`src/core/rts_pkg.sv`:
```
`default_nettype none
// Shared constants for the reset and time-out sequencer
package rts_pkg;

   // Main clock
   localparam int CLK_PERIOD_NS     = 25;

   // Supply-dip minimum duration, least time, rounded up to whole cycles
   localparam int DIP_MIN_NS        = 100000;
   localparam int DIP_MIN_CYC       = (DIP_MIN_NS + CLK_PERIOD_NS - 1) / CLK_PERIOD_NS;

   // Glitch filter on the external reset pin, least time
   localparam int EXT_FILTER_NS     = 250;
   localparam int EXT_FILTER_CYC    = (EXT_FILTER_NS + CLK_PERIOD_NS - 1) / CLK_PERIOD_NS;

   // Power-up delay, counted in slow RC ticks
   localparam int POWERUP_DELAY_TIMER_DELAY_US     = 72000;
   localparam int RC_TICK_PERIOD_US = 18;
   localparam int POWERUP_DELAY_TIMER_TICKS        = POWERUP_DELAY_TIMER_DELAY_US / RC_TICK_PERIOD_US;

   // Oscillator settle count
   localparam int OST_CYCLES        = 1024;

   // Oscillator mode encoding
   typedef enum logic [1:0] {
      OSC_LP = 2'b00,
      OSC_XT = 2'b01,
      OSC_HS = 2'b10,
      OSC_RC = 2'b11
   } rts_osc_t;

   // Sequencer states, Gray coded along the cold path
   typedef enum logic [2:0] {
      ST_HOLD  = 3'b000,
      ST_POWERUP_DELAY_TIMER  = 3'b001,
      ST_OST   = 3'b011,
      ST_EXT   = 3'b010,
      ST_RUN   = 3'b110,
      ST_SLEEP = 3'b111
   } rts_state_t;

   // Register map
   localparam int         ADDR_W      = 3;
   localparam logic [2:0] ADDR_PRS    = 3'h0;
   localparam logic [2:0] ADDR_STATUS = 3'h1;
   localparam logic [2:0] ADDR_OPTION = 3'h2;
   localparam logic [2:0] ADDR_DIR    = 3'h3;
   localparam logic [2:0] ADDR_CFG    = 3'h4;
   localparam logic [2:0] ADDR_SEQ    = 3'h5;

   // Field positions
   localparam int PRS_DIP_BIT  = 0;
   localparam int PRS_POR_BIT  = 1;
   localparam int ST_TO_BIT    = 4;
   localparam int ST_PD_BIT    = 3;
   localparam int ST_BANK_LSB  = 5;
   localparam int CFG_PDC_BIT  = 2;
   localparam int CFG_DIP_BIT  = 3;

   // Reset values and write masks
   localparam logic [7:0] PRS_RST      = 8'h00;
   localparam logic [7:0] PRS_MASK     = 8'h03;
   localparam logic [7:0] STATUS_POR   = 8'h18;
   localparam logic [7:0] STATUS_SWMSK = 8'he7;
   localparam logic [7:0] OPTION_RST   = 8'hff;
   localparam logic [7:0] DIR_RST      = 8'hff;
   localparam logic [7:0] CFG_RST      = 8'h09;
   localparam logic [7:0] CFG_MASK     = 8'h0f;

   // Program counter
   localparam int          PC_W       = 13;
   localparam logic [12:0] PC_RESET   = 13'h0000;
   localparam logic [12:0] PC_IRQ_VEC = 13'h0004;
   localparam logic [12:0] PC_STEP    = 13'h0001;

endpackage
`default_nettype wire

```
`src/core/rts_event_filter.sv`:
```
`default_nettype none
// Synchronises a level and passes its assertion only after HOLD_CYC + 1
// steady cycles; release follows the synchronised level at once.
module rts_event_filter #(
   parameter int unsigned HOLD_CYC = 10
) (
   // Clock and reset
   input  wire logic mclk_i,
   input  wire logic reset_n_i,
   // Raw level, active high, from outside the clock domain
   input  wire logic event_raw_i,
   // Filtered level
   output logic      event_o
);

   localparam int             CW      = $clog2(HOLD_CYC + 1);
   localparam logic [CW-1:0]  CNT_MAX = CW'(HOLD_CYC);

   logic          sync1_reg;
   logic          sync2_reg;
   logic [CW-1:0] cnt_reg;
   logic          event_reg;

   // Two-flop synchroniser
   always_ff @(posedge mclk_i or negedge reset_n_i)
   begin
      if (!reset_n_i)
      begin
         sync1_reg <= 1'b0;
         sync2_reg <= 1'b0;
      end
      else
      begin
         sync1_reg <= event_raw_i;
         sync2_reg <= sync1_reg;
      end
   end

   // Steady-level counter; short pulses never reach the terminal count
   always_ff @(posedge mclk_i or negedge reset_n_i)
   begin
      if (!reset_n_i)
      begin
         cnt_reg   <= '0;
         event_reg <= 1'b0;
      end
      else if (!sync2_reg)
      begin
         cnt_reg   <= '0;
         event_reg <= 1'b0;
      end
      else if (cnt_reg != CNT_MAX)
      begin
         cnt_reg   <= cnt_reg + 1'b1;
      end
      else
      begin
         event_reg <= 1'b1;
      end
   end

   assign event_o = event_reg;

endmodule
`default_nettype wire

```
`src/core/rts_sequencer.sv`:
```
`default_nettype none
module rts_sequencer
   import rts_pkg::*;
#(
   parameter int unsigned POWERUP_DELAY_TIMER_TICKS_P     = rts_pkg::POWERUP_DELAY_TIMER_TICKS,
   parameter int unsigned OST_CYCLES_P     = rts_pkg::OST_CYCLES,
   parameter int unsigned DIP_MIN_CYC_P    = rts_pkg::DIP_MIN_CYC,
   parameter int unsigned EXT_FILTER_CYC_P = rts_pkg::EXT_FILTER_CYC
) (
   // Clock and reset
   input  wire logic                    mclk_i,
   input  wire logic                    reset_n_i,
   // Supply, pin and oscillator inputs
   input  wire logic                    power_rise_i,
   input  wire logic                    supply_dip_i,
   input  wire logic                    external_reset_n_i,
   input  wire logic                    rc_tick_i,
   input  wire logic                    osc_clk_i,
   // Core events
   input  wire logic                    watchdog_timeout_i,
   input  wire logic                    sleep_enter_i,
   input  wire logic                    irq_wake_i,
   input  wire logic                    global_irq_enable_i,
   input  wire logic [rts_pkg::PC_W-1:0] pc_i,
   // Reset and core control
   output logic                         device_reset_n_o,
   output logic                         core_stall_o,
   output logic                         pc_load_o,
   output logic [rts_pkg::PC_W-1:0]     pc_load_value_o,
   output logic [7:0]                   status_o,
   output logic [7:0]                   option_o,
   output logic [7:0]                   direction_o,
   // Register port
   input  wire logic [rts_pkg::ADDR_W-1:0] reg_addr_i,
   input  wire logic [7:0]              reg_wdata_i,
   input  wire logic                    reg_wr_i,
   input  wire logic                    reg_rd_i,
   output logic [7:0]                   reg_rdata_o
);

   localparam int PTW = $clog2(POWERUP_DELAY_TIMER_TICKS_P + 1);
   localparam int OCW = $clog2(OST_CYCLES_P + 1);

   // True when a counter sits on its final step
   function automatic logic at_last(input int unsigned cnt, input int unsigned total);
      at_last = (cnt == total - 1);
   endfunction

   rts_state_t      state_reg;
   rts_state_t      state_next;
   logic [PTW-1:0]  powerup_delay_timer_cnt_reg;
   logic [OCW-1:0]  ost_cnt_reg;
   logic            wake_reg;
   logic            wake_vec_reg;
   logic            por_q1_reg;
   logic            por_q2_reg;
   logic [2:0]      tick_sync_reg;
   logic [2:0]      osc_sync_reg;
   logic [7:0]      prs_reg;
   logic [7:0]      prs_next;
   logic [7:0]      status_reg;
   logic [7:0]      status_next;
   logic [7:0]      option_reg;
   logic [7:0]      dir_reg;
   logic [7:0]      cfg_reg;
   logic            pc_load_reg;
   logic [PC_W-1:0] pc_val_reg;
   logic [7:0]      rdata_reg;

   wire logic       dip_long;
   wire logic       ext_low;
   wire logic       por_cause_n;

   // Filtered supply dip and filtered external reset pin
   rts_event_filter #(
      .HOLD_CYC (DIP_MIN_CYC_P)
   ) u_dip_filter (
      .mclk_i      (mclk_i),
      .reset_n_i   (reset_n_i),
      .event_raw_i (supply_dip_i),
      .event_o     (dip_long)
   );

   rts_event_filter #(
      .HOLD_CYC (EXT_FILTER_CYC_P)
   ) u_ext_filter (
      .mclk_i      (mclk_i),
      .reset_n_i   (reset_n_i),
      .event_raw_i (~external_reset_n_i),
      .event_o     (ext_low)
   );

   // Power rise asserts at once and releases two edges after the pulse
   assign por_cause_n = reset_n_i & ~power_rise_i;

   always_ff @(posedge mclk_i or negedge por_cause_n)
   begin
      if (!por_cause_n)
      begin
         por_q1_reg <= 1'b1;
         por_q2_reg <= 1'b1;
      end
      else
      begin
         por_q1_reg <= 1'b0;
         por_q2_reg <= por_q1_reg;
      end
   end

   // Tick and oscillator synchronisers with a third stage for edges
   always_ff @(posedge mclk_i or negedge reset_n_i)
   begin
      if (!reset_n_i)
      begin
         tick_sync_reg <= 3'h0;
         osc_sync_reg  <= 3'h0;
      end
      else
      begin
         tick_sync_reg <= {tick_sync_reg[1:0], rc_tick_i};
         osc_sync_reg  <= {osc_sync_reg[1:0], osc_clk_i};
      end
   end

   // Configuration decode
   wire logic cfg_pdc     = cfg_reg[CFG_PDC_BIT];
   wire logic cfg_dip     = cfg_reg[CFG_DIP_BIT];
   wire logic crystal     = (rts_osc_t'(cfg_reg[1:0]) != OSC_RC);
   wire logic use_powerup_delay_timer    = ~cfg_pdc | cfg_dip;
   wire logic dip_rst     = cfg_dip & dip_long;
   wire logic tick_edge   = tick_sync_reg[1] & ~tick_sync_reg[2];
   wire logic osc_edge    = osc_sync_reg[1] & ~osc_sync_reg[2];
   wire logic powerup_delay_timer_done   = tick_edge & at_last(32'(powerup_delay_timer_cnt_reg), POWERUP_DELAY_TIMER_TICKS_P);
   wire logic ost_done    = osc_edge & at_last(32'(ost_cnt_reg), OST_CYCLES_P);

   // Cause events, highest priority first
   wire logic ev_por      = por_q2_reg;
   wire logic ev_dip      = dip_rst & ~ev_por;
   wire logic cold        = ev_por | ev_dip;
   wire logic in_sleep    = (state_reg == ST_SLEEP);
   wire logic in_run      = (state_reg == ST_RUN);
   wire logic ev_ext      = ext_low & ~cold & ~in_sleep;
   wire logic ev_ext_slp  = ext_low & ~cold & in_sleep;
   wire logic ev_wdt_rst  = watchdog_timeout_i & in_run & ~cold & ~ext_low;
   wire logic ev_wdt_wake = watchdog_timeout_i & in_sleep & ~cold & ~ext_low;
   wire logic ev_irq_wake = irq_wake_i & in_sleep & ~cold & ~ext_low & ~watchdog_timeout_i;
   wire logic ev_sleep    = sleep_enter_i & in_run & ~cold & ~ext_low & ~watchdog_timeout_i;
   wire logic any_reset   = cold | ev_ext | ev_ext_slp | ev_wdt_rst;
   wire logic enter_run   = (state_next == ST_RUN) & ~in_run;

   // Sequencer next state
   always_comb
   begin
      state_next = state_reg;
      case (state_reg)
         ST_HOLD:
            if (use_powerup_delay_timer)
               state_next = ST_POWERUP_DELAY_TIMER;
            else if (crystal)
               state_next = ST_OST;
            else
               state_next = ST_EXT;
         ST_POWERUP_DELAY_TIMER:
            if (powerup_delay_timer_done)
               state_next = crystal ? ST_OST : ST_EXT;
         ST_OST:
            if (ost_done)
               state_next = wake_reg ? ST_RUN : ST_EXT;
         ST_EXT:
            if (!ext_low)
               state_next = ST_RUN;
         ST_RUN:
            if (ev_wdt_rst)
               state_next = ST_EXT;
            else if (ev_sleep)
               state_next = ST_SLEEP;
         ST_SLEEP:
            if (ev_wdt_wake || ev_irq_wake)
               state_next = crystal ? ST_OST : ST_RUN;
         default:
            state_next = ST_HOLD;
      endcase
      if (cold)
         state_next = ST_HOLD;
      else if (ext_low && (in_run || in_sleep))
         state_next = ST_EXT;
   end

   // State, stage counters and wake bookkeeping
   always_ff @(posedge mclk_i or negedge reset_n_i)
   begin
      if (!reset_n_i)
      begin
         state_reg    <= ST_HOLD;
         powerup_delay_timer_cnt_reg <= '0;
         ost_cnt_reg  <= '0;
         wake_reg     <= 1'b0;
         wake_vec_reg <= 1'b0;
      end
      else
      begin
         state_reg <= state_next;
         if (state_reg != ST_POWERUP_DELAY_TIMER)
            powerup_delay_timer_cnt_reg <= '0;
         else if (tick_edge)
            powerup_delay_timer_cnt_reg <= powerup_delay_timer_cnt_reg + 1'b1;
         if (state_reg != ST_OST)
            ost_cnt_reg <= '0;
         else if (osc_edge)
            ost_cnt_reg <= ost_cnt_reg + 1'b1;
         if (ev_wdt_wake || ev_irq_wake)
         begin
            wake_reg     <= 1'b1;
            wake_vec_reg <= ev_irq_wake & global_irq_enable_i;
         end
         else if (any_reset)
         begin
            wake_reg     <= 1'b0;
            wake_vec_reg <= 1'b0;
         end
      end
   end

   // Program counter load on each return to running
   always_ff @(posedge mclk_i or negedge reset_n_i)
   begin
      if (!reset_n_i)
      begin
         pc_load_reg <= 1'b0;
         pc_val_reg  <= PC_RESET;
      end
      else
      begin
         pc_load_reg <= enter_run;
         if (enter_run && !wake_reg)
            pc_val_reg <= PC_RESET;
         else if (enter_run && wake_vec_reg)
            pc_val_reg <= PC_IRQ_VEC;
         else if (enter_run)
            pc_val_reg <= pc_i + PC_STEP;
      end
   end

   // Register port decode
   wire logic wr_prs    = reg_wr_i & (reg_addr_i == ADDR_PRS);
   wire logic wr_status = reg_wr_i & (reg_addr_i == ADDR_STATUS);
   wire logic wr_option = reg_wr_i & (reg_addr_i == ADDR_OPTION);
   wire logic wr_dir    = reg_wr_i & (reg_addr_i == ADDR_DIR);
   wire logic wr_cfg    = reg_wr_i & (reg_addr_i == ADDR_CFG);

   // Power status bits: software sets, a cause clears and wins
   always_comb
   begin
      prs_next = prs_reg;
      if (wr_prs)
         prs_next = reg_wdata_i & PRS_MASK;
      if (ev_por)
         prs_next[PRS_POR_BIT] = 1'b0;
      if (ev_dip)
         prs_next[PRS_DIP_BIT] = 1'b0;
   end

   // Status register: bank bits, flags and low bits per cause
   always_comb
   begin
      status_next = status_reg;
      if (wr_status)
         status_next = (reg_wdata_i & STATUS_SWMSK) | (status_reg & ~STATUS_SWMSK);
      if (ev_por)
         status_next = STATUS_POR;
      else if (ev_dip)
         status_next = {3'b000, 1'b1, 1'b1, status_reg[2:0]};
      else if (ev_ext_slp)
         status_next = {3'b000, 1'b1, 1'b0, status_reg[2:0]};
      else if (ev_ext)
         status_next[7:ST_BANK_LSB] = 3'b000;
      else if (ev_wdt_rst)
         status_next = {3'b000, 1'b0, 1'b1, status_reg[2:0]};
      else if (ev_wdt_wake)
      begin
         status_next[ST_TO_BIT] = 1'b0;
         status_next[ST_PD_BIT] = 1'b0;
      end
      else if (ev_irq_wake || ev_sleep)
      begin
         status_next[ST_TO_BIT] = 1'b1;
         status_next[ST_PD_BIT] = 1'b0;
      end
   end

   // Register storage
   always_ff @(posedge mclk_i or negedge reset_n_i)
   begin
      if (!reset_n_i)
      begin
         prs_reg    <= PRS_RST;
         status_reg <= STATUS_POR;
         option_reg <= OPTION_RST;
         dir_reg    <= DIR_RST;
         cfg_reg    <= CFG_RST;
      end
      else
      begin
         prs_reg    <= prs_next;
         status_reg <= status_next;
         if (any_reset)
         begin
            option_reg <= OPTION_RST;
            dir_reg    <= DIR_RST;
         end
         else
         begin
            if (wr_option)
               option_reg <= reg_wdata_i;
            if (wr_dir)
               dir_reg <= reg_wdata_i;
         end
         if (wr_cfg)
            cfg_reg <= reg_wdata_i & CFG_MASK;
      end
   end

   // Read mux; unmapped addresses read zero
   wire logic [7:0] rd_mux =
      (reg_addr_i == ADDR_PRS)    ? prs_reg    :
      (reg_addr_i == ADDR_STATUS) ? status_reg :
      (reg_addr_i == ADDR_OPTION) ? option_reg :
      (reg_addr_i == ADDR_DIR)    ? dir_reg    :
      (reg_addr_i == ADDR_CFG)    ? cfg_reg    :
      (reg_addr_i == ADDR_SEQ)    ? {5'h00, state_reg} : 8'h00;

   // Read data stand only in the cycle after the strobe
   always_ff @(posedge mclk_i or negedge reset_n_i)
   begin
      if (!reset_n_i)
         rdata_reg <= 8'h00;
      else
         rdata_reg <= reg_rd_i ? rd_mux : 8'h00;
   end

   // Internal reset: immediate on power, dip and pin causes, a cycle later on watchdog, held through cold stages
   wire logic cold_stage = (state_reg == ST_HOLD) || (state_reg == ST_POWERUP_DELAY_TIMER) ||
                           (state_reg == ST_EXT) || ((state_reg == ST_OST) && !wake_reg);

   assign device_reset_n_o = ~(por_q2_reg | dip_rst | ext_low | cold_stage);
   assign core_stall_o     = ~in_run | ~device_reset_n_o;
   assign pc_load_o        = pc_load_reg;
   assign pc_load_value_o  = pc_val_reg;
   assign status_o         = status_reg;
   assign option_o         = option_reg;
   assign direction_o      = dir_reg;
   assign reg_rdata_o      = rdata_reg;

endmodule
`default_nettype wire

```
`config.mk`:
```
export PLATFORM = sky130hd
export DESIGN_NAME = rts_sequencer
export DESIGN_NICKNAME = d
export VERILOG_FILES = /design/src/core/rts_pkg.sv /design/src/core/rts_event_filter.sv /design/src/core/rts_sequencer.sv
export SDC_FILE = /design/constraint.sdc
export NUM_CORES = 1
export LEC_CHECK = 0
export BUFFER_PORTS_ARGS = -buffer_cell sky130_fd_sc_hd__buf_4
export CORE_UTILIZATION = 29
export CTS_BUF_LIST = sky130_fd_sc_hd__clkbuf_16
export DETAILED_ROUTE_END_ITERATION = 8
export PLACE_DENSITY = 0.5
export SLEW_MARGIN = 15
export SYNTH_ARGS = -nofsm -noshare
export SYNTH_HDL_FRONTEND = slang
export SYNTH_HIERARCHICAL = 1
export SYNTH_SLANG_ARGS = --single-unit
```
`constraint.sdc`:
```
create_clock -name mclk_i -period 2.5 [get_ports mclk_i]
set_input_delay 0.5 -clock mclk_i [delete_from_list [all_inputs] [get_ports mclk_i]]
set_output_delay 0.5 -clock mclk_i [all_outputs]
set_load 0.005 [all_outputs]
```
== Yosys cells after proc, flatten, opt, wreduce, memory -nomap -nowiden ==
Index checks and enable logic that the tools add are counted.

* Bits in registers: 110
* Input port bits: 37
* Output and inout bits: 48
* Word-level logic and storage cells: 190

* Add/subtract/negate cells: 5
* Eq/ne operators: 25
* Mux-type cells: 56
* Bitwise operators: 53
* Reduce and logical (&&, ||, !) cells: 23

{| class="wikitable"
|+ Operators by type and width
! cell !! number
|-
| 2-to-1 mux 8 bit || 13
|-
| 2-to-1 mux 12 bit || 4
|-
| 2-to-1 mux 3 bit || 14
|-
| 2-to-1 mux 13 bit || 3
|-
| AND 1 bit || 31
|-
| adder 12 x 1 -> 12 bit, second input constant || 2
|-
| 2-to-1 mux 11 bit || 2
|-
| case mux 3 bit (6 select lines) || 1
|-
| equality test 3 bit, second input constant || 5
|-
| inequality test 2 bit, second input constant || 7
|-
| nonzero test 2 bit || 7
|-
| adder 13 x 1 -> 13 bit, second input constant || 1
|-
| equality test 12 bit, second input constant || 1
|-
| equality test 3 x 2 -> 1 bit, second input constant || 4
|-
| 2-to-1 mux 4 bit || 3
|-
| inequality test 12 bit, second input constant || 1
|-
| inverter 1 bit || 12
|-
| adder 11 x 1 -> 11 bit, second input constant || 1
|-
| equality test 11 x 10 -> 1 bit, second input constant || 1
|-
| 2-to-1 mux 1 bit || 10
|-
| 2-to-1 mux 2 bit || 5
|-
| bitwise OR 1 bit || 9
|-
| bitwise OR 8 x 5 -> 8 bit || 1
|-
| equality test 3 x 1 -> 1 bit, second input constant || 2
|-
| 13 further kinds || 22
|}

== Logic depth before layout (Yosys ltp) ==
Gate-level depths: netlist of run 1.

* Depth after elaboration: 17
* Depth in mapped cells: 8
* Mapped depth without buffers: 7

== Hierarchy ==
The synthesis of run 1 kept the hierarchy.

{| class="wikitable"
|+ By module, submodules not included
! module !! times used !! cells each !! area each (um^2) !! seq. area each (um^2)
|-
| rts_sequencer || 1 || 440 || 4,391.7 || 2,229.6
|-
| rts_event_filter at u_dip_filter || 1 || 70 || 711.9 || 375.4
|-
| rts_event_filter at u_ext_filter || 1 || 24 || 307.8 || 175.2
|}

== Worst setup path before layout of run 1 ==
Ideal clock, no wire load.

* Path type: register to register
* From: register ost_cnt_reg[0]
* To: register pc_val_reg[10], in the netlist pc_load_value_o[10]
* Library setup time: 0.125 ns
* Arrival time: 2.167 ns
* Required time: 2.375 ns
* Setup slack: 0.208 ns
* Cell stages (with the launch flop): 9
* Buffers on the path: 1
* Clock period less this slack: 2.292 ns
* Path through: dfrtp_1 -> ha_1 -> and4b_2 -> nand4_4 -> or4_1 -> a31oi_2 -> nand3_2 -> buf_6 -> mux2_4

* Word-level cells in the longest chain between the ends: 11
* Elaborated cells on any way between the ends: 13
* Classes of those cells: eq/ne: 2; mux: 6; bitwise: 2; reduce/logical: 3

{| class="wikitable"
|+ Ends and longest elaborated chain
! item !! line !! source
|-
| start: declaration || rts_sequencer.sv:52 || <nowiki>logic [OCW-1:0] ost_cnt_reg;</nowiki>
|-
| start signal: assignment || rts_sequencer.sv:210 || <nowiki>ost_cnt_reg <= ost_cnt_reg + 1'b1;</nowiki>
|-
| equality test 11 x 10 -> 1 bit * || rts_sequencer.sv:46 || <nowiki>at_last = (cnt == total - 1);</nowiki>
|-
| AND 1 bit * || rts_sequencer.sv:134 || <nowiki>wire logic ost_done = osc_edge & at_last(32'(ost_cnt_reg), OST_CYCLES_P);</nowiki>
|-
| 2-to-1 mux 3 bit * || rts_sequencer.sv:167 || <nowiki>if (ost_done)</nowiki>
|-
| case mux 3 bit (6 select lines) * || rts_sequencer.sv:155 || <nowiki>case (state_reg)</nowiki>
|-
| 2-to-1 mux 3 bit * || rts_sequencer.sv:185 || <nowiki>else if (ext_low && (in_run || in_sleep))</nowiki>
|-
| 2-to-1 mux 3 bit * || rts_sequencer.sv:183 || <nowiki>if (cold)</nowiki>
|-
| via state_next[2] || rts_sequencer.sv:50 || <nowiki>rts_state_t state_next;</nowiki>
|-
| equality test 3 bit * || rts_sequencer.sv:149 || <nowiki>wire logic enter_run = (state_next == ST_RUN) & ~in_run;</nowiki>
|-
| AND 1 bit * || rts_sequencer.sv:149 ||
|-
| logical AND 1 bit || rts_sequencer.sv:237 || <nowiki>else if (enter_run && wake_vec_reg)</nowiki>
|-
| 2-to-1 mux 13 bit || rts_sequencer.sv:237 ||
|-
| 2-to-1 mux 13 bit || rts_sequencer.sv:235 || <nowiki>if (enter_run && !wake_reg)</nowiki>
|-
| end signal: assignment || rts_sequencer.sv:240 || <nowiki>pc_val_reg <= pc_i + PC_STEP;</nowiki>
|-
| end: declaration || rts_sequencer.sv:67 || <nowiki>logic [PC_W-1:0] pc_val_reg;</nowiki>
|}

The timed path passes the listed nets; every way through them passes the cells marked *.
A chain may end at the register's enable or synchronous reset.

== Worst setup path after layout of run 1 ==
* From: register ost_cnt_reg[0]
* To: register pc_val_reg[11], in the netlist pc_load_value_o[11]

The elaborated chain is that of the path after synthesis.

==> results of run 1 <==
==> power by group <==
part | switching (mW) | internal, mW
Sequential | 0.0792 | 1.87
Clock | 0.665 | 0.895
Combinational | 0.257 | 0.225
==> area by class of cell <==
type	instances	area, um2	area share
Clock buffer	11	275.3	0.04119
Multi-Input combinational cell	387	2475	0.3703
Tap cell	229	286.5	0.04288
Inverter	14	52.55	0.007864
Clock inverter	5	52.55	0.007864
Timing Repair Buffer	98	760.7	0.1138
Sequential cell	110	2780	0.4160
==> path summary, 6_finish.rpt <==
kind | slack (ns) | cells past startpoint | endpoint
setup / recovery | 0.12 | 8 | pc_load_value_o[11]$_DFFE_PN0P_
hold / removal | 0.11 | 1 | powerup_delay_timer_cnt_reg[3]$_DFFE_PN0P_
setup reg to reg | 0.12 | 8 | pc_load_value_o[11]$_DFFE_PN0P_
hold reg to reg | 0.34 | 0 | u_dip_filter/sync2_reg$_DFF_PN0_
max in group asynchronous | 1.67 | 2 | cfg_reg[3]$_DFFE_PN1P_
min in group mclk_i | 0.25 | 1 | tick_sync_reg[0]$_DFF_PN0_
==> critical path: stages, from the launching register on <==
cell and delay (ns):
dfrtp_1 0.39, ha_1 0.18, and4b_2 0.30, nand4_4 0.13
or4_1 0.43, a31oi_2 0.23, nand3_2 0.12, buf_12 0.18
mux2_4 0.30
==> cell usage in the layout (no fill, tap or decap), types with 14 or more instances in the layout <==
master,count
nor2_1,64
dfstp_2,22
buf_4,96
mux2_2,14
dfrtp_1,88
nand3_1,33
mux2i_1,19
inv_1,14
nand2_1,63
a21oi_1,20
xor2_1,25
o21ai_0,16
==> routing by layer <==
layer	vias up	GRT usage	wire [um]
met4	0	0.04199	205
met5	-	0	0
met1	1988	0.1843	6066
met2	90	0.2212	6005
met3	14	0.03971	734
li1	2027	-	-
==> cells by family (layout without fill, tap and decap cells) <==
family | Yosys count | count (layout)
buffers and inverters | 37 | 128
xor gates and xnor gates | 31 | 31
and+or+nand+nor | 244 | 244
DFF | 110 | 110
muxes | 41 | 41
other | 1 | 1
adders and majority gates | 7 | 7
AOI/OAI and AO/OA | 63 | 63
==> results.sh, run 1 <==
export IMPL_yosys_warnings=6
export IMPL_synthMuxAreaShare=0.08647
export IMPL_synth_cell_types=60
export IMPL_clock_fmax_mhz=420.7
export IMPL_finalCriticalPeriod_ns=2.377
export IMPL_critPathLaunchType="register"
export IMPL_detailroute_via_count=4119
export IMPL_finalHoldViolations=0
export IMPL_tritoncts="done"
export IMPL_p_leak_nw=3.047
export IMPL_synth_edff_count=0
export IMPL_grt_overflow=0
export IMPL_timing_max_cap_violations=0
export IMPL_status="finished with violations"
export IMPL_synth_top_family_by_area="simple AND/OR/NAND/NOR gates"
export IMPL_holdCritPathClass="in2async"
export IMPL_grt_max_degree=39
export IMPL_path_class="reg2reg"
export IMPL_syn_inst=534
export IMPL_cts_sinks=110
export IMPL_root_buffer="clkbuf_16"
export IMPL_critPathArrivalTime_ns=2.62
export IMPL_die_width_um=138.6
export IMPL_grt_pass1_vias=4073
export IMPL_synth_net_count=578
export IMPL_placed_cells=838
export IMPL_drive_gt1_frac=0.2720
export IMPL_drt_pass1_iter_count=6
export IMPL_netlist_area_leader_share=0.4069
export IMPL_fillers=1847
export IMPL_cts_buffers=9
export IMPL_finClkSkew_ns=0.008829
export IMPL_cts_hold_buf=0
export IMPL_seq_area_frac_synth=0.5138
export IMPL_io_pins=85
export IMPL_final_nets=664
export IMPL_rsz0062_at_grt="no"
export IMPL_path_max_fanout=14
export IMPL_vias_per_cell=4.823
export IMPL_cp_required_ns=2.74
export IMPL_largest_reg_flops=13
export IMPL_finalSetupTns_ns=0
export IMPL_postRouteAntennaNets=0
export IMPL_grtUsageTotal=0.1394
export IMPL_hpwl_um=9587
export IMPL_drc_errors=10
export IMPL_fin_util=0.3682
export IMPL_routedWlPerCell_um=15.24
export IMPL_synth_avg_cell_area_um2=10.13
export IMPL_cts_setup_buffers=0
export IMPL_start_util=0.2982
export IMPL_ir_worst_vdd_mv=0.3683
export IMPL_reg2reg_from="ost_cnt_reg[0]$_DFFE_PN0P_"
export IMPL_core_um2=18150
export IMPL_hold_ws_ns=0.1139
export IMPL_rows=49
export IMPL_slew_headroom=0.5577
export IMPL_wl_um=13010
export IMPL_num_antenna_cells=0
export IMPL_ys_async_sr_fraction=1.000
export IMPL_clkTransAtPathRegs_ns=0.07
export IMPL_gp_congestion=0.8325
export IMPL_cts_resized=0
export IMPL_synth_compound_area_frac=0.07168
export IMPL_synthTopCellsByArea="dfrtp_1 41%, dfstp_2 11%, nor2_1 4.4%"
export IMPL_netlist_area_um2=5411
export IMPL_clk_latency_ns=0.36
export IMPL_fp_dieH_um=138.6
export IMPL_grt_pass1_wl_um=21220
export IMPL_ctsHtreeMaxLevel=3
export IMPL_dieArea_um2=19210
export IMPL_worstSetupStartpoint="ost_cnt_reg[0]$_DFFE_PN0P_"
export IMPL_stdcell_area_um2=6683
export IMPL_synthToLayoutAreaGrowth_pct=23.49
export IMPL_fin_cells=854
export IMPL_p_total_mw=3.989
export IMPL_yosysTopAreaCell="dfrtp_1"
export IMPL_pre_cts_ws_ns=0.1097
export IMPL_synth_xor_area_frac=0.05017
export IMPL_min_period_over_period=0.9508
export IMPL_clock_path_buffers=2
export IMPL_slew_violations=0
export IMPL_violations="design-rule violations"
export IMPL_drt_iter0_markers=196
export IMPL_place_area_um2=6355
export IMPL_post_synth_top_count_cell="dfrtp_1"
export IMPL_synthAdderAreaFrac=0.01618
export IMPL_powerDensity_nw_per_um2=596.9
export IMPL_setup_ws_ns=0.1230
export IMPL_setup_violations=0
export IMPL_tightest_slew_ns=0.6610
export IMPL_antenna_found_initial=0
export IMPL_synth_common_cells="88 x dfrtp_1, 64 x nor2_1, 63 x nand2_1"
export IMPL_endpoint_kind="register"
export IMPL_yosys_area_share_simple=0.2321
export IMPL_ys_ff_latch=110
export IMPL_ys_flop_type="dfrtp_1"
export IMPL_io_buffers=84
Note: power is estimated with default switching activity, not from simulation.
==> run 2, diff against run 1 <==
--- a/config.mk
+++ b/config.mk
@@ -5,6 +5,7 @@
 export SDC_FILE = /design/constraint.sdc
 export NUM_CORES = 1
 export LEC_CHECK = 0
+export ABC_CLOCK_PERIOD_IN_PS = 2500
 export BUFFER_PORTS_ARGS = -buffer_cell sky130_fd_sc_hd__buf_4
 export CORE_UTILIZATION = 29
 export CTS_BUF_LIST = sky130_fd_sc_hd__clkbuf_16
@@ -13,5 +14,4 @@
 export SLEW_MARGIN = 15
 export SYNTH_ARGS = -nofsm -noshare
 export SYNTH_HDL_FRONTEND = slang
-export SYNTH_HIERARCHICAL = 1
 export SYNTH_SLANG_ARGS = --single-unit
==> run 2 against run 1 <==
The run now ends clean. Synthesized area grew 1.2%. Routed wire length shrank 2.6%. Critical path depth shrank 2. Design area shrank 0.11%. Sequential power is essentially flat. Flip-flop and latch count is the same. Worst setup slack gained 0.070 ns. Synthesized cell count shrank 0.56%. Combinational power shrank 11%. First-iteration DRC count grew 37%.
==> results.sh, run 2 <==
export IMPL_synthTopCellsByArea="dfrtp_1 40%, dfstp_2 11%, nand2_1 4.0%"
export IMPL_routedWlPerCell_um=14.93
export IMPL_postRouteAntennaNets=0
export IMPL_detailroute_via_count=4065
export IMPL_status="finished, final reports clean"
export IMPL_grt_max_degree=54
export IMPL_p_leak_nw=3.013
export IMPL_clk_latency_ns=0.35
export IMPL_reg2reg_from="state_reg[0]$_DFF_PN0_"
export IMPL_reg2regPathDepth=7
export IMPL_crit_slowest_cell="dfrtp_1"
export IMPL_yosysTopAreaCell="dfrtp_1"
export IMPL_cts_resized=0
export IMPL_finalSetupTns_ns=0
export IMPL_power_switching_share=0.2471
export IMPL_dieArea_um2=19430
export IMPL_clock_path_buffers=2
export IMPL_synth_net_count=575
export IMPL_timing_max_cap_violations=0
export IMPL_endpoint_kind="output port"
export IMPL_cts_hold_buf=0
export IMPL_cp_required_ns=2.00
export IMPL_clock_power_share=0.390
export IMPL_largest_reg_flops=13
export IMPL_placed_cells=833
export IMPL_syn_inst=531
export IMPL_grtUsageTotal=0.1383
export IMPL_ys_flop_type="dfrtp_1"
export IMPL_drc_errors=0
export IMPL_critPathLaunchType="register"
export IMPL_fillers=1803
export IMPL_ctsHtreeMaxLevel=3
export IMPL_ir_worst_vdd_mv=0.3292
export IMPL_tritoncts="done"
export IMPL_cpPeakStageDelay_ns=0.45
export IMPL_post_synth_top_count_cell="dfrtp_1"
export IMPL_pwr_share_comb=0.110
export IMPL_worstPathCellList="a21oi_1, nand2b_1, nor3_2, buf_4, inv_1, buf_4"
export IMPL_gp_congestion=0.7877
export IMPL_antenna_found_initial=0
export IMPL_slew_violations=0
export IMPL_ys_async_sr_fraction=1.000
export IMPL_holdCritPathClass="in2async"
export IMPL_place_area_um2=6356
export IMPL_min_period_over_period=0.9230
export IMPL_io_buffers=84
export IMPL_fp_dieH_um=139.4
export IMPL_cts_setup_buffers=0
export IMPL_p_total_mw=3.903
export IMPL_grt_pass1_vias=4189
export IMPL_num_antenna_cells=0
export IMPL_cts_buffers=9
export IMPL_grt_overflow=0
export IMPL_synth_avg_cell_area_um2=10.31
export IMPL_fin_cells=849
export IMPL_slew_headroom=0.5501
export IMPL_drt_pass1_iter_count=4
export IMPL_drt_iter0_markers=269
export IMPL_powerDensity_nw_per_um2=584.8
export IMPL_synth_cell_types=67
export IMPL_p_switching_uw=964.6
export IMPL_r2r_end="pc_load_value_o[4]$_DFFE_PN0P_"
export IMPL_rows=49
export IMPL_finalHoldViolations=0
export IMPL_start_util=0.3007
export IMPL_grt_pass1_wl_um=21360
export IMPL_io_pins=85
export IMPL_p_seq_frac=0.501
export IMPL_seq_area_frac_synth=0.5078
export IMPL_yosys_warnings=0
export IMPL_finalCriticalPeriod_ns=2.307
export IMPL_final_nets=659
export IMPL_vias_per_cell=4.788
export IMPL_drive_gt1_frac=0.2726
export IMPL_synth_common_cells="88 x dfrtp_1, 59 x nand2_1, 58 x nor2_1"
export IMPL_ys_ff_latch=110
export IMPL_synth_edff_count=0
export IMPL_clkTransAtPathRegs_ns=0.07
export IMPL_path_class="reg2out"
export IMPL_clock_fmax_mhz=433.4
export IMPL_hpwl_um=9300
export IMPL_netlist_area_um2=5475
export IMPL_core_um2=18210
export IMPL_setup_violations=0
export IMPL_final_common_cell="buf_4"
export IMPL_cts_sinks=110
export IMPL_tightest_slew_ns=0.6724
export IMPL_finClkSkew_ns=0.009605
export IMPL_netlist_area_leader_share=0.4022
export IMPL_crit_top_cell="buf_4"
export IMPL_die_width_um=139.4
export IMPL_critPathArrivalTime_ns=1.81
export IMPL_internal_power_mw=2.939
export IMPL_r2r_slack_ns=0.20
export IMPL_layout_common_cells="96 x buf_4, 88 x dfrtp_1, 59 x nand2_1, 58 x nor2_1, 43 x nand3_1"
export IMPL_stdcell_area_um2=6675
export IMPL_wl_um=12680
export IMPL_path_max_fanout=6
export IMPL_synthToLayoutAreaGrowth_pct=21.91
export IMPL_rsz0062_at_grt="no"
export IMPL_root_buffer="clkbuf_16"
## run 2: cell types whose count changed in the layout (fill, tap and decap cells not counted), moves of 4 or more
cell and change:
and3_1 +5, nor2_1 -6, o31ai_1 -4, or3_1 -7
or4_1 -5, xnor2_1 +14, a21oi_1 -4, and2_1 +8
nand2_1 -4, o21ai_0 -6, nand3_1 +10, mux2i_1 -5
## run 2: cells by family after synthesis
kind of cell / Yosys count / share of synthesized area
AOI/OAI and AO/OA: 58 / 0.07222
xor gates and xnor gates: 42 / 0.06718
adders and majority gates: 7 / 0.01600
buffers and inverters: 38 / 0.03930
DFF: 110 / 0.5078
muxes: 36 / 0.07633
other: 1 / 0.0006849
and+or+nand+nor: 239 / 0.2205
## run 2: through the flow
stage | utilization | hold slack [ns] | setup WS (ns)
finish | 0.3666 | 0.09100 | 0.1925
floorplan | - | 0.2044 | 0.2110
detailed placement | 0.3491 | 0.3371 | 0.1408
global route | 0.3666 | 0.1180 | 0.003809
CTS | 0.3663 | 0.1037 | 0.07787
global placement | 0.3491 | 0.3350 | 0.2014
## run 2: power groups by stage
stage               clock (mW)  combinational, mW  sequential (mW)
finish                    1.52              0.428             1.95
global route              1.64              0.484             1.97
CTS                       1.58              0.438             1.95
detailed placement           0              0.436             1.99
global placement             0              0.433             1.98
floorplan                    0              0.285             1.94
## run 2: worst max-delay path: cells and delay by family, from the launching register on
kind	cells	cell delay, ns
AOI/OAI and AO/OA	1	0.25
buffers and inverters	3	0.32
DFF	1	0.45
and+or+nand+nor	2	0.44
## run 2: layout make-up
| type | count | area [um2] | area share |
|---|---|---|---|
| Clock buffer | 9 | 225.2 | 0.03374 |
| Tap cell | 229 | 286.5 | 0.04292 |
| Inverter | 13 | 48.80 | 0.007310 |
| Multi-Input combinational cell | 383 | 2485 | 0.3723 |
| Sequential cell | 110 | 2780 | 0.4165 |
| Timing Repair Buffer | 98 | 760.7 | 0.1140 |
| Clock inverter | 7 | 88.84 | 0.01331 |
## run 2: worst max path at each step
stage / start / end / depth (start not counted)
5_1_grt: cfg_reg[3]$_DFFE_PN1P_ / pc_load_value_o[4]$_DFFE_PN0P_ / 7
6_report: u_dip_filter.event_o$_DFFE_PN0P_ / core_stall_o / 6
3_3_place_gp: cfg_reg[3]$_DFFE_PN1P_ / pc_load_value_o[1]$_DFFE_PN0P_ / 7
2_1_floorplan: cfg_reg[3]$_DFFE_PN1P_ / pc_load_value_o[10]$_DFFE_PN0P_ / 8
4_1_cts: u_dip_filter.event_o$_DFFE_PN0P_ / core_stall_o / 6
3_5_place_dp: cfg_reg[3]$_DFFE_PN1P_ / pc_load_value_o[4]$_DFFE_PN0P_ / 7
## run 2: routing by layer
metal	GRT usage	wire [um]
met5	0	0
met4	0.04211	173
met3	0.03407	582
met2	0.2293	6227
met1	0.1772	5694
==> run 3, diff against run 2 <==
--- a/config.mk
+++ b/config.mk
@@ -5,13 +5,16 @@
 export SDC_FILE = /design/constraint.sdc
 export NUM_CORES = 1
 export LEC_CHECK = 0
+export ABC_AREA = 1
 export ABC_CLOCK_PERIOD_IN_PS = 2500
 export BUFFER_PORTS_ARGS = -buffer_cell sky130_fd_sc_hd__buf_4
 export CORE_UTILIZATION = 29
 export CTS_BUF_LIST = sky130_fd_sc_hd__clkbuf_16
+export CTS_CLUSTER_DIAMETER = 60
 export DETAILED_ROUTE_END_ITERATION = 8
 export PLACE_DENSITY = 0.5
 export SLEW_MARGIN = 15
 export SYNTH_ARGS = -nofsm -noshare
 export SYNTH_HDL_FRONTEND = slang
+export SYNTH_HIERARCHICAL = 1
 export SYNTH_SLANG_ARGS = --single-unit
==> run 3 against run 2 <==
Utilization is 0.29 points lower. Global-route usage is 0.98 points higher. Critical path depth is 4 higher. Flip-flop and latch count stayed put. Routed wire length is 12% higher. Sequential power is 4% higher. First-iteration DRC count is 5.9% higher. Clock-buffer cell count stayed put. Synthesized area is 2.2% higher. Critical endpoint is now option_o[4]$_DFFE_PN1P_.
==> results.sh, run 3 <==
export IMPL_crit_top_cell="nand2_1"
export IMPL_status="finished, final reports clean"
export IMPL_clk_latency_ns=0.36
export IMPL_setup_violations=0
export IMPL_pwr_share_comb=0.157
export IMPL_finalCriticalPeriod_ns=2.114
export IMPL_num_antenna_cells=0
export IMPL_critPathArrivalTime_ns=2.39
export IMPL_wl_um=14150
export IMPL_io_pins=85
export IMPL_power_switching_share=0.2804
export IMPL_grtUsageTotal=0.1480
export IMPL_synth_cell_types=48
export IMPL_slew_violations=0
export IMPL_final_common_cell="nand2_1"
export IMPL_start_util=0.2971
export IMPL_drive_gt1_frac=0.2193
export IMPL_gp_congestion=0.8570
export IMPL_min_period_over_period=0.8455
export IMPL_synth_net_count=733
export IMPL_netlist_area_leader_share=0.3936
export IMPL_largest_reg_flops=13
export IMPL_layout_common_cells="128 x nand2_1, 118 x inv_1, 90 x buf_4, 88 x dfrtp_1, 71 x nor2_1"
export IMPL_p_switching_mw=1.141
export IMPL_path_class="reg2reg"
export IMPL_crit_slowest_cell="dfstp_2"
export IMPL_hpwl_um=10830
export IMPL_cts_sinks=110
export IMPL_grt_overflow=0
export IMPL_yosys_warnings=6
export IMPL_cpPeakStageDelay_ns=0.54
export IMPL_finalSetupTns_ns=0
export IMPL_fp_dieH_um=140.9
export IMPL_ys_async_sr_fraction=1.000
export IMPL_synth_avg_cell_area_um2=8.119
export IMPL_grt_pass1_wl_um=22920
export IMPL_synthTopCellsByArea="dfrtp_1 39%, dfstp_2 10%, nand2_1 8.6%"
export IMPL_path_max_fanout=7
export IMPL_critPathBufInv=1
export IMPL_dieArea_um2=19850
export IMPL_internal_power_mw=2.927
export IMPL_io_buffers=84
export IMPL_tritoncts="done"
export IMPL_syn_inst=689
export IMPL_clock_path_buffers=2
export IMPL_postRouteAntennaNets=0
export IMPL_p_leak_nw=3.265
export IMPL_clock_fmax_mhz=473.1
export IMPL_post_synth_top_count_cell="nand2_1"
export IMPL_grt_pass1_vias=4515
export IMPL_ys_ff_latch=110
export IMPL_cp_top_family="simple AND/OR/NAND/NOR gates"
export IMPL_routedWlPerCell_um=13.49
export IMPL_core_um2=18830
export IMPL_p_seq_frac=0.495
export IMPL_synthToLayoutAreaGrowth_pct=22.41
export IMPL_powerDensity_nw_per_um2=594.1
export IMPL_vias_per_cell=4.511
export IMPL_drc_errors=0
export IMPL_cp_required_ns=2.78
export IMPL_cts_resized=0
export IMPL_clkTransAtPathRegs_ns=0.07
export IMPL_hold_ws_ns=0.04879
export IMPL_finClkSkew_ns=0.006424
export IMPL_cts_buffers=9
export IMPL_detailroute_via_count=4732
export IMPL_synth_common_cells="128 x nand2_1, 116 x inv_1, 88 x dfrtp_1"
export IMPL_timing_max_cap_violations=0
export IMPL_endpoint_kind="register"
export IMPL_cts_hold_buf=0
export IMPL_antenna_found_initial=0
export IMPL_holdCritPathClass="in2async"
export IMPL_drt_iter0_markers=285
export IMPL_ys_flop_type="dfrtp_1"
export IMPL_root_buffer="clkbuf_16"
export IMPL_rows=50
export IMPL_cts_setup_buffers=0
export IMPL_synth_edff_count=0
export IMPL_yosysTopAreaCell="dfrtp_1"
export IMPL_drt_pass1_iter_count=5
export IMPL_clock_power_share=0.348
export IMPL_critPathLaunchType="register"
export IMPL_rsz0062_at_grt="no"
export IMPL_netlist_area_um2=5594
export IMPL_grt_max_degree=55
export IMPL_die_width_um=140.9
export IMPL_finalHoldViolations=0
export IMPL_ctsHtreeMaxLevel=3
export IMPL_worstPathCellList="nand2_1, nand2_2, nor2_4, nand2_1, nor2_1, nor2_2, inv_1, or2_1, nand2_1, o21ai_1"
export IMPL_seq_area_frac_synth=0.4970
export IMPL_ir_worst_vdd_mv=0.3385
export IMPL_final_nets=828
## run 3: worst register-to-register path, delay by kind of cell (launching register included)
kind / cells / cell delay, ns
DFF: 1 / 0.54
buffers and inverters: 1 / 0.25
AOI/OAI and AO/OA: 1 / 0.07
and+or+nand+nor: 8 / 1.19
## run 3: layer usage
metal / track usage / share of wire / vias up
met1: 0.1992 / 0.48 / 2213
met2: 0.2396 / 0.47 / 74
met5: 0 / 0 / -
li1: - / - / 2431
met3: 0.02751 / 0.034 / 14
met4: 0.04863 / 0.014 / 0
## run 3: worst paths after layout
path                                                  from  slack, ns                               end  cells past startpoint
worst max-delay path                cfg_reg[3]$_DFFE_PN1P_       0.39           option_o[4]$_DFFE_PN1P_                     10
worst min-delay path                             reset_n_i       0.05          reg_rdata_o[5]$_DFF_PN0_                      1
worst max register to register      cfg_reg[3]$_DFFE_PN1P_       0.39           option_o[4]$_DFFE_PN1P_                     10
worst min register to register  tick_sync_reg[0]$_DFF_PN0_       0.35        tick_sync_reg[1]$_DFF_PN0_                      0
max in group asynchronous                        reset_n_i       1.81            cfg_reg[3]$_DFFE_PN1P_                      2
min in group mclk_i                           supply_dip_i       0.25  u_dip_filter/sync1_reg$_DFF_PN0_                      1
## run 3: power by group through the flow
stage	clock network (mW)	registers [mW]	logic, mW
final	1.41	2.02	0.638
after global routing	1.53	2.03	0.730
after CTS	1.48	2.02	0.653
after detailed placement	0	2.05	0.649
after global placement	0	2.05	0.648
after floorplan	0	2.02	0.360
## run 3: through the flow
| step | setup slack, ns | area (um2) | total power [mW] | utilization | std cells |
|---|---|---|---|---|---|
| after floorplan | 0.7575 | 5594 | 2.377 | - | 689 |
| after global placement | 0.4006 | 6564 | 2.699 | 0.3486 | 1033 |
| after detailed placement | 0.3937 | 6564 | 2.699 | 0.3486 | 1033 |
| after CTS | 0.3650 | 6848 | 4.146 | 0.3637 | 1049 |
| after global routing | 0.2484 | 6848 | 4.289 | 0.3637 | 1049 |
| final | 0.3863 | 6848 | 4.068 | 0.3637 | 1049 |
## run 3: cells by family after synthesis
| kind of cell | share of synthesized area |
|---|---|
| AO/OA/AOI/OAI | 0.1340 |
| XOR/XNOR | 0.007828 |
| adder cells (fa/ha/maj) | 0.01566 |
| buffers and inverters | 0.09103 |
| flip-flops | 0.4970 |
| other | 0.0006703 |
| AND/OR/NAND/NOR | 0.2539 |
## run 3: layout make-up
type,count,area [um2]
Fill cell,2008,11980
Sequential cell,110,2780
Multi-Input combinational cell,450,2305
Timing Repair Buffer,91,695.7
Inverter,122,457.9
Tap cell,260,325.3
Clock buffer,9,225.2
Clock inverter,7,58.81
